[src/verilog/biexec_regs.vh]
// constants for the jump and increment execution block
`ifndef BIEXEC_REGS_VH
`define BIEXEC_REGS_VH
// opcode fields
`define BIEXEC_OP_INC_FILE 6'h0A
`define BIEXEC_OP_INC_SKIP 6'h0F
`define BIEXEC_OP_JUMP 3'h5
`define BIEXEC_DEST_BIT 7
`define BIEXEC_ZERO 8'h00
`define BIEXEC_ONE 8'h01
// pc high latch bits feeding pc<12:11>
`define BIEXEC_LATCH_HI 4
`define BIEXEC_LATCH_LO 3
// pc reset value
`define BIEXEC_PC_RESET 13'h0000
`endif

[src/verilog/biexec_core.v]
// execution of absolute jump, increment and increment-skip-on-zero
`timescale 1ns/10ps
`default_nettype none
`include "biexec_regs.vh"

// Functional notes
// - increment opcode adds one to file register and updates zero flag
// - destination bit clear: result goes to accumulator, file unchanged
// - destination bit set: result written back to file register
// - skip variant increments alike but leaves all status flags alone
// - skip variant with zero result flushes prefetched instruction as nop
// - skip variant takes one cycle, two when skipping; increment one
// - jump loads pc<10:0> from literal, pc<12:11> from latch<4:3>; two cycles
module biexec_core
(
    // clock and reset
    input wire clk,
    input wire nrst,
    // instruction fetch
    input wire [13:0] instr,
    input wire instr_valid,
    // program counter
    input wire [7:0] pc_high_latch,
    output reg [12:0] pc,
    // file register port
    output wire [6:0] file_addr,
    input wire [7:0] file_rdata,
    output reg file_we,
    output reg [6:0] file_waddr,
    output reg [7:0] file_wdata,
    // accumulator and status
    output reg [7:0] acc,
    output reg zero_flag,
    output reg flush,
    output wire busy
);

// ----------------------------------------
// decode
// ----------------------------------------
// true for the plain increment pattern
function is_inc_file;
    input [13:0] op;
    begin
        is_inc_file = (op[13:8] == `BIEXEC_OP_INC_FILE);
    end
endfunction

// true for the increment that skips on a zero result
function is_inc_skip;
    input [13:0] op;
    begin
        is_inc_skip = (op[13:8] == `BIEXEC_OP_INC_SKIP);
    end
endfunction

// true for the absolute jump
function is_jump;
    input [13:0] op;
    begin
        is_jump = (op[13:11] == `BIEXEC_OP_JUMP);
    end
endfunction

// true for an all-zero result
function is_zero;
    input [7:0] val;
    begin
        is_zero = (val == `BIEXEC_ZERO);
    end
endfunction

reg flushing;
reg [12:0] next_pc;
reg [7:0] next_acc;
reg next_zero_flag;
reg next_file_we;
reg [6:0] next_file_waddr;
reg [7:0] next_file_wdata;
reg next_flush;
reg next_flushing;
wire take;
wire do_jump;
wire do_inc_file;
wire do_inc_skip;
wire inc_any;
wire dest_file;
wire inc_zero;
wire skip_taken;
wire [7:0] inc_val;
wire [12:0] jump_target;

// ----------------------------------------
// datapath
// ----------------------------------------
// a flushed slot executes as nop
assign take = instr_valid && !flushing;
assign busy = flushing;
assign file_addr = instr[6:0];
assign dest_file = instr[`BIEXEC_DEST_BIT];
assign do_jump = take && is_jump(instr);
assign do_inc_file = take && is_inc_file(instr);
assign do_inc_skip = take && is_inc_skip(instr);
assign inc_any = do_inc_file || do_inc_skip;
assign inc_val = file_rdata + `BIEXEC_ONE;
assign inc_zero = is_zero(inc_val);
assign skip_taken = do_inc_skip && inc_zero;
assign jump_target = {pc_high_latch[`BIEXEC_LATCH_HI:`BIEXEC_LATCH_LO],
                      instr[10:0]};

// ----------------------------------------
// program counter
// ----------------------------------------
always @*
begin
    next_pc = pc;
    if (do_jump)
        next_pc = jump_target;
    else if (take)
        next_pc = pc + 13'h0001;
end

// ----------------------------------------
// accumulator and zero flag
// ----------------------------------------
always @*
begin
    next_acc = acc;
    next_zero_flag = zero_flag;
    if (inc_any && !dest_file)
        next_acc = inc_val;
    if (do_inc_file)
        next_zero_flag = inc_zero;
end

// ----------------------------------------
// file write port
// ----------------------------------------
always @*
begin
    next_file_we = 1'b0;
    next_file_waddr = file_waddr;
    next_file_wdata = file_wdata;
    if (inc_any && dest_file)
    begin
        next_file_we = 1'b1;
        next_file_waddr = instr[6:0];
        next_file_wdata = inc_val;
    end
end

// ----------------------------------------
// prefetch discard
// ----------------------------------------
always @*
begin
    next_flush = 1'b0;
    next_flushing = flushing;
    // a valid slot ends a pending discard
    if (instr_valid)
        next_flushing = 1'b0;
    // jump or taken skip costs a second cycle
    if (do_jump || skip_taken)
    begin
        next_flush = 1'b1;
        next_flushing = 1'b1;
    end
end

// ----------------------------------------
// registers
// ----------------------------------------
always @(posedge clk or negedge nrst)
begin
    if (!nrst)
    begin
        pc <= `BIEXEC_PC_RESET;
        acc <= `BIEXEC_ZERO;
        zero_flag <= 1'b0;
        file_we <= 1'b0;
        file_waddr <= 7'h00;
        file_wdata <= `BIEXEC_ZERO;
        flush <= 1'b0;
        flushing <= 1'b0;
    end
    else
    begin
        pc <= next_pc;
        acc <= next_acc;
        zero_flag <= next_zero_flag;
        file_we <= next_file_we;
        file_waddr <= next_file_waddr;
        file_wdata <= next_file_wdata;
        flush <= next_flush;
        flushing <= next_flushing;
    end
end

endmodule // biexec_core
`default_nettype wire

[config.mk]
export PLATFORM = sky130hd
export DESIGN_NAME = biexec_core
export DESIGN_NICKNAME = d
export VERILOG_FILES = /design/src/verilog/biexec_core.v
export VERILOG_INCLUDE_DIRS = /design/src /design/src/verilog
export SDC_FILE = /design/constraint.sdc
export NUM_CORES = 1
export LEC_CHECK = 0
export BUFFER_PORTS_ARGS = -buffer_cell sky130_fd_sc_hd__buf_2
export CORE_AREA = 10 10 82 77
export DETAILED_ROUTE_END_ITERATION = 7
export DIE_AREA = 0 0 92 87
export GPL_TIMING_DRIVEN = 0
export PLACE_DENSITY = 0.78
export SYNTH_ARGS = -nofsm -noshare
export SYNTH_HDL_FRONTEND = slang
export SYNTH_SLANG_ARGS = --single-unit
[constraint.sdc]
create_clock -name clk -period 1.9 [get_ports clk]
set_input_delay 0.19 -clock clk [delete_from_list [all_inputs] [get_ports clk]]
set_output_delay 0.19 -clock clk [all_outputs]
set_load 0.02 [all_outputs]
* After elaboration in Yosys (flattened, before gate mapping) *
Cells that the tools add are included.

word-level totals
  bits in registers = 40
  latch bits = 0
  memory bits (writable) = 0
  ROM bits = 0
  bits of input ports = 33
  output and inout bits = 47
  memories = 0

operators by class
  $add $sub $neg = 2
  $mul = 0
  div/mod/pow operators = 0
  $lt $le $gt $ge = 0
  eq/ne operators = 3
  shift operators = 0
  multiplexer cells = 6
  bitwise gates (word level) = 0
  reduce and logical (&&, ||, !) cells = 14

operators with widths
  cell                                                              number
  13-bit two-way mux                                                2
  13-bit by 1-bit adder with 13-bit output (second input constant)  1
  6-bit by 4-bit == test with 1-bit output (second input constant)  2
  8-bit by 1-bit adder with 8-bit output (second input constant)    1
  8-bit zero test                                                   1
  1-bit logical AND                                                 7
  1-bit two-way mux                                                 4
  2-bit nonzero test                                                2
  3-bit == test (second input constant)                             1
  1-bit zero test                                                   2
  1-bit logical OR                                                  2

* Depth between registers and ports, before layout *
  depth after elaboration = 6
  depth in mapped cells = 5

* Least setup slack after synthesis *
No wires, ideal clock.

  kind = register to register
  start point = register flushing (netlist: busy)
  end point = register acc[1]
  data arrival time = 1.485 ns
  required time = 1.775 ns
  slack = 0.290 ns
  cell stages (with the launch flop) = 5
  buffers on the path = 0
  clock period less this slack = 1.610 ns
  cells stage by stage = dfrtp_1 -> and4bb_4 -> nand3_2 -> nor2_8 -> mux2_2

between the ends
  cells in the longest elaborated chain, start to end = 5

ends and longest elaborated chain
  element                                      line                                  text
  start: declaration                           biexec_core.v:73                      reg flushing;
  start signal: assignment                     biexec_core.v:195                     flushing <= next_flushing;
  1-bit zero test *                            biexec_core.v:97                      assign take = instr_valid && !flushing;
  1-bit logical AND *                          biexec_core.v:97
  1-bit logical AND, on equally long branches  biexec_core.v:102, biexec_core.v:103
  1-bit logical OR *                           biexec_core.v:104                     assign inc_any = do_inc_file || do_inc_skip;
  1-bit logical AND *                          biexec_core.v:130                     if (inc_any && !dest_file)
  end signal: assignment                       biexec_core.v:178                     acc <= `BIEXEC_ZERO;
  end signal: assignment                       biexec_core.v:189                     acc <= next_acc;
  end: declaration                             biexec_core.v:32                      output reg [7:0] acc,

Mark *: on every way between the ends. The rest lies on a longest branch, timed or not.
A chain may end at the register's enable or synchronous reset.

* Worst setup path after layout *
  start point = register flushing (netlist: busy)
  end point = register acc[5]

Same word-level chain as after synthesis.

==> summary.md <==
| Metric | Value |
|---|---|
| Last weighted congestion value of the routability-driven placer | `0.835` |
| IR Drop Worst-Case VDD | `0.000321 V` |
| Number of DRC markers after the initial detailed-route iteration | `45` |
| Peak Freq | `around 610 MHz` |
| Setup Total Neg Slack | `0 ns` |
| Cell type contributing the most total cell area after synthesis | `dfrtp_1` |
| Max Clock Skew | `0.00607 ns` |
| Initial Util | `46.3%` |
| Max clock buf depth | `2` |
| Count of buffer and inverter cells on the critical path | `0` |
| Synth warnings | `0` |
| Arrival time of the worst setup path | `approximately 1.8 ns` |
| Initial antenna violation count | `0` |
| Sum of overflow across all layers after global routing | `0` |
| Cell breakdown of the critical path | `and4bb_4 -> nand3_2 -> nor2_8 -> mux2_2` |
| Clock tree root driver cell | `clkbuf_8` |
| Cells resized by post-CTS repair | `0` |
| Total number of vias | `roughly 1800` |
| Synthesized cell area | `~2200 sq um` |
| Final net count | `~320` |
| Routed WL per cell | `16.0 microns` |
| CP max stage delay | `0.45 ns` |
| # DRC | `0` |
| Clock-pin slew on the worst setup and hold paths | `~0.080 ns` |
| Largest net degree at the start of global routing | `just over 40` |
| Std-Cell Core Area | `approximately 4700 sq um` |
| Total Die Area | `~8000 sq um` |
| Source-to-sink clock delay at the later pin of the worst-skew pair | `0.29 ns` |
| Number of endpoints with negative hold slack in the final report | `0` |
| Post-route design area | `2700 sq um` |
| Compound-gate portion of the synthesized area | `between 8 and 9%` |
| Biggest area contributors in the synthesized netlist | `dfrtp_1 (46%), mux2_4 (5.5%), nand2_1 (4.5%)` |
| Num rows | `24` |
| Synth Net Count | `around 240` |
| Count of distinct cell types in the synthesized netlist | `46` |
| Die boundary height | `between 80 and 90 microns` |
| Slack of the worst reg-to-reg path | `between 0.2 and 0.25 ns` |
| CTS Buf Count | `5` |
| CTS Hold Buffers Added | `0` |
| Total setup violations reported at the end of the flow | `0` |
| Share of synthesized area spent on multiplexers | `between 10% and 20%` |
| Worst Path Required | `approximately 2.1 ns` |
| Sequential share of the synthesized area | `a little under half` |
| Worst Path Class, Setup | `flop to flop` |
| Final Max Tran Viols | `0` |
| Count of max-cap constraint violations | `0` |
| Outcome | `finished, final reports clean` |
| Slew @ Worst Pin | `~0.9 ns` |
| Delay-heaviest family, CP | `simple AND/OR/NAND/NOR gates` |
| Synthesized netlist cell count | `around 210` |
| Most frequent cell after synthesis | `dfrtp_1` |
| Number of top-level pins | `80` |
| Slowest cell on crit path | `dfrtp_1` |
| Period utilization | `between 80 and 90%` |
| Syn avg cell area | `approximately 10 sq um` |
| CP endpoint kind | `flop` |
| Power per Cell Area | `~940 nW/um^2` |
| Setup Buffers After CTS | `0` |
| Clk sink count | `40` |
| Fin crit period | `1.65 ns` |
| Simple-gate share of the synthesized area | `a little over a fifth` |
| Die width | `~92 microns` |
| Antenna fix cells | `0` |
| Logic depth of the worst path, buffers included | `4` |
| Clock tree from TritonCTS | `done` |
| Layout area overhead | `24.5%` |
| Most numerous cell types in the synthesized netlist | `dfrtp_1 (40), nand2_1 (26), o21ai_0 (16)` |
| Prevailing post-synth register cell | `dfrtp_1` |
| FF+latch count, synth | `40` |
| Path type of the worst min-delay path | `input port to asynchronous set/reset pin` |
| Placement Cell Area | `about 2600 sq um` |
| Remaining number of nets flagged by the antenna check after routing | `0` |
| Number of enable flip-flop cells after synthesis | `0` |
| Number of global-route vias before repair | `about 1800` |
| Lkg Pwr | `around 1.4 nW` |
| Async set-or-reset flop fraction in the synthesized netlist | `100%` |
| Dpl hpwl | `between 4000 and 5000 microns` |
| Post-synthesis share of cell area spent on full adders, half adders and majority gates | `between 1.5 and 2%` |
| Nature of the critical path startpoint | `flop` |
| Logic depth of the worst register-to-register path | `4` |
| Number of buffers added on ports | `72` |
| Fraction of final layout cells with drive strength greater than 1 | `between 30% and 40%` |
| Aggregate global-route resource usage | `between 10 and 15%` |
| TritonRoute pass-1 iters | `4` |
| Unrepaired setup endpoints after global routing | `false` |
| Area share of the largest cell type after synthesis | `about 46%` |
| Post-Synth XOR/XNOR Area | `between 5 and 6%` |
| Remaining max-slew budget at the tightest pin | `between 30% and 40%` |
| CP Max Fanout | `8` |
| Mean number of vias per cell | `between 5 and 6` |
| Global-route wire length before repair | `around 9000 microns` |
| Largest family of logic cells by synthesized area | `simple AND/OR/NAND/NOR gates` |
| Total length of routed wires | `roughly 5600 microns` |
| # H-tree levels | `2` |
==> layer usage <==
metal / part of all wire [%] / GRT usage, %
met5: 0 / 0
met4: 1.8 / 5.60
met3: 6.0 / 4.48
met2: 48 / 22.6
met1: 44 / 18.1
==> metrics by stage <==
stage	hold slack (ns)	utilization, %	worst slack [ns]	instances	power [mW]
floorplan	-0.106	-	0.290	207	1.66
global placement	0.366	55.8	0.272	344	1.96
detailed placement	0.373	55.8	0.259	344	1.99
CTS	0.0485	57.7	0.248	352	2.58
global route	0.0814	57.7	0.121	352	2.71
finish	0.0177	57.7	0.250	352	2.55
==> cells in the final DEF, fill, tap and decap left out, types with 4 or more instances in the layout <==
| cell | n |
|---|---|
| buf_2 | 75 |
| dfrtp_1 | 40 |
| nand2_1 | 26 |
| o21ai_0 | 16 |
| nor2_1 | 12 |
| inv_1 | 10 |
| mux2i_1 | 9 |
| xnor2_1 | 8 |
| mux2_4 | 8 |
| buf_4 | 7 |
| xor2_1 | 6 |
| clkbuf_8 | 6 |
| nand4_1 | 5 |
| nor3_1 | 5 |
| nand3_1 | 4 |
| a21oi_1 | 4 |
==> worst register-to-register path, cell delays in order (launching register included) <==
cell and delay (ns):
dfrtp_1 0.45, and4bb_4 0.39, nand3_2 0.13, nor2_8 0.21
mux2_2 0.36
==> cell families after synthesis <==
group                    after synthesis
buffers and inverters                 22
XOR/XNOR                              14
AO/OA/AOI/OAI                         31
flip-flops                            40
adder cells (fa/ha/maj)                3
multiplexers                          20
AND/OR/NAND/NOR                       77
==> state kept, by name, summed over array words and instances (netlist names) <==
| register | cells |
|---|---|
| acc | 8 |
| busy | 1 |
| flush | 1 |
| file_wdata | 8 |
| file_we | 1 |
| zero_flag | 1 |
| pc | 13 |
| file_waddr | 7 |
==> power by group <==
| group | switching (mW) | leakage [nW] | internal (mW) |
|---|---|---|---|
| Combinational | 0.484 | 0.818 | 0.308 |
| Clock | 0.297 | 0.0455 | 0.297 |
| Sequential | 0.161 | 0.493 | 1.01 |
==> layout make-up <==
class,count,area (sq um)
clock buffer,8,90.1
timing repair buffer,72,360
buffer,12,82.6
inverter,10,37.5
sequential,40,1000
tap,65,81.3
multi-input combinational,145,1050
fill,437,1980
==> worst paths after layout <==
kind,startpoint,endpoint
hold reg to reg,file_wdata[4]$_DFFE_PN0P_,file_wdata[4]$_DFFE_PN0P_
setup reg to reg,busy$_DFFE_PN0P_,acc[5]$_DFFE_PN0P_
setup / recovery,busy$_DFFE_PN0P_,acc[5]$_DFFE_PN0P_
min in group clk,instr[3],pc[3]$_DFFE_PN0P_
hold / removal,nrst,acc[0]$_DFFE_PN0P_
max in group asynchronous,nrst,file_waddr[0]$_DFFE_PN0P_
No activity file was read; power rests on OpenSTA's default activity.
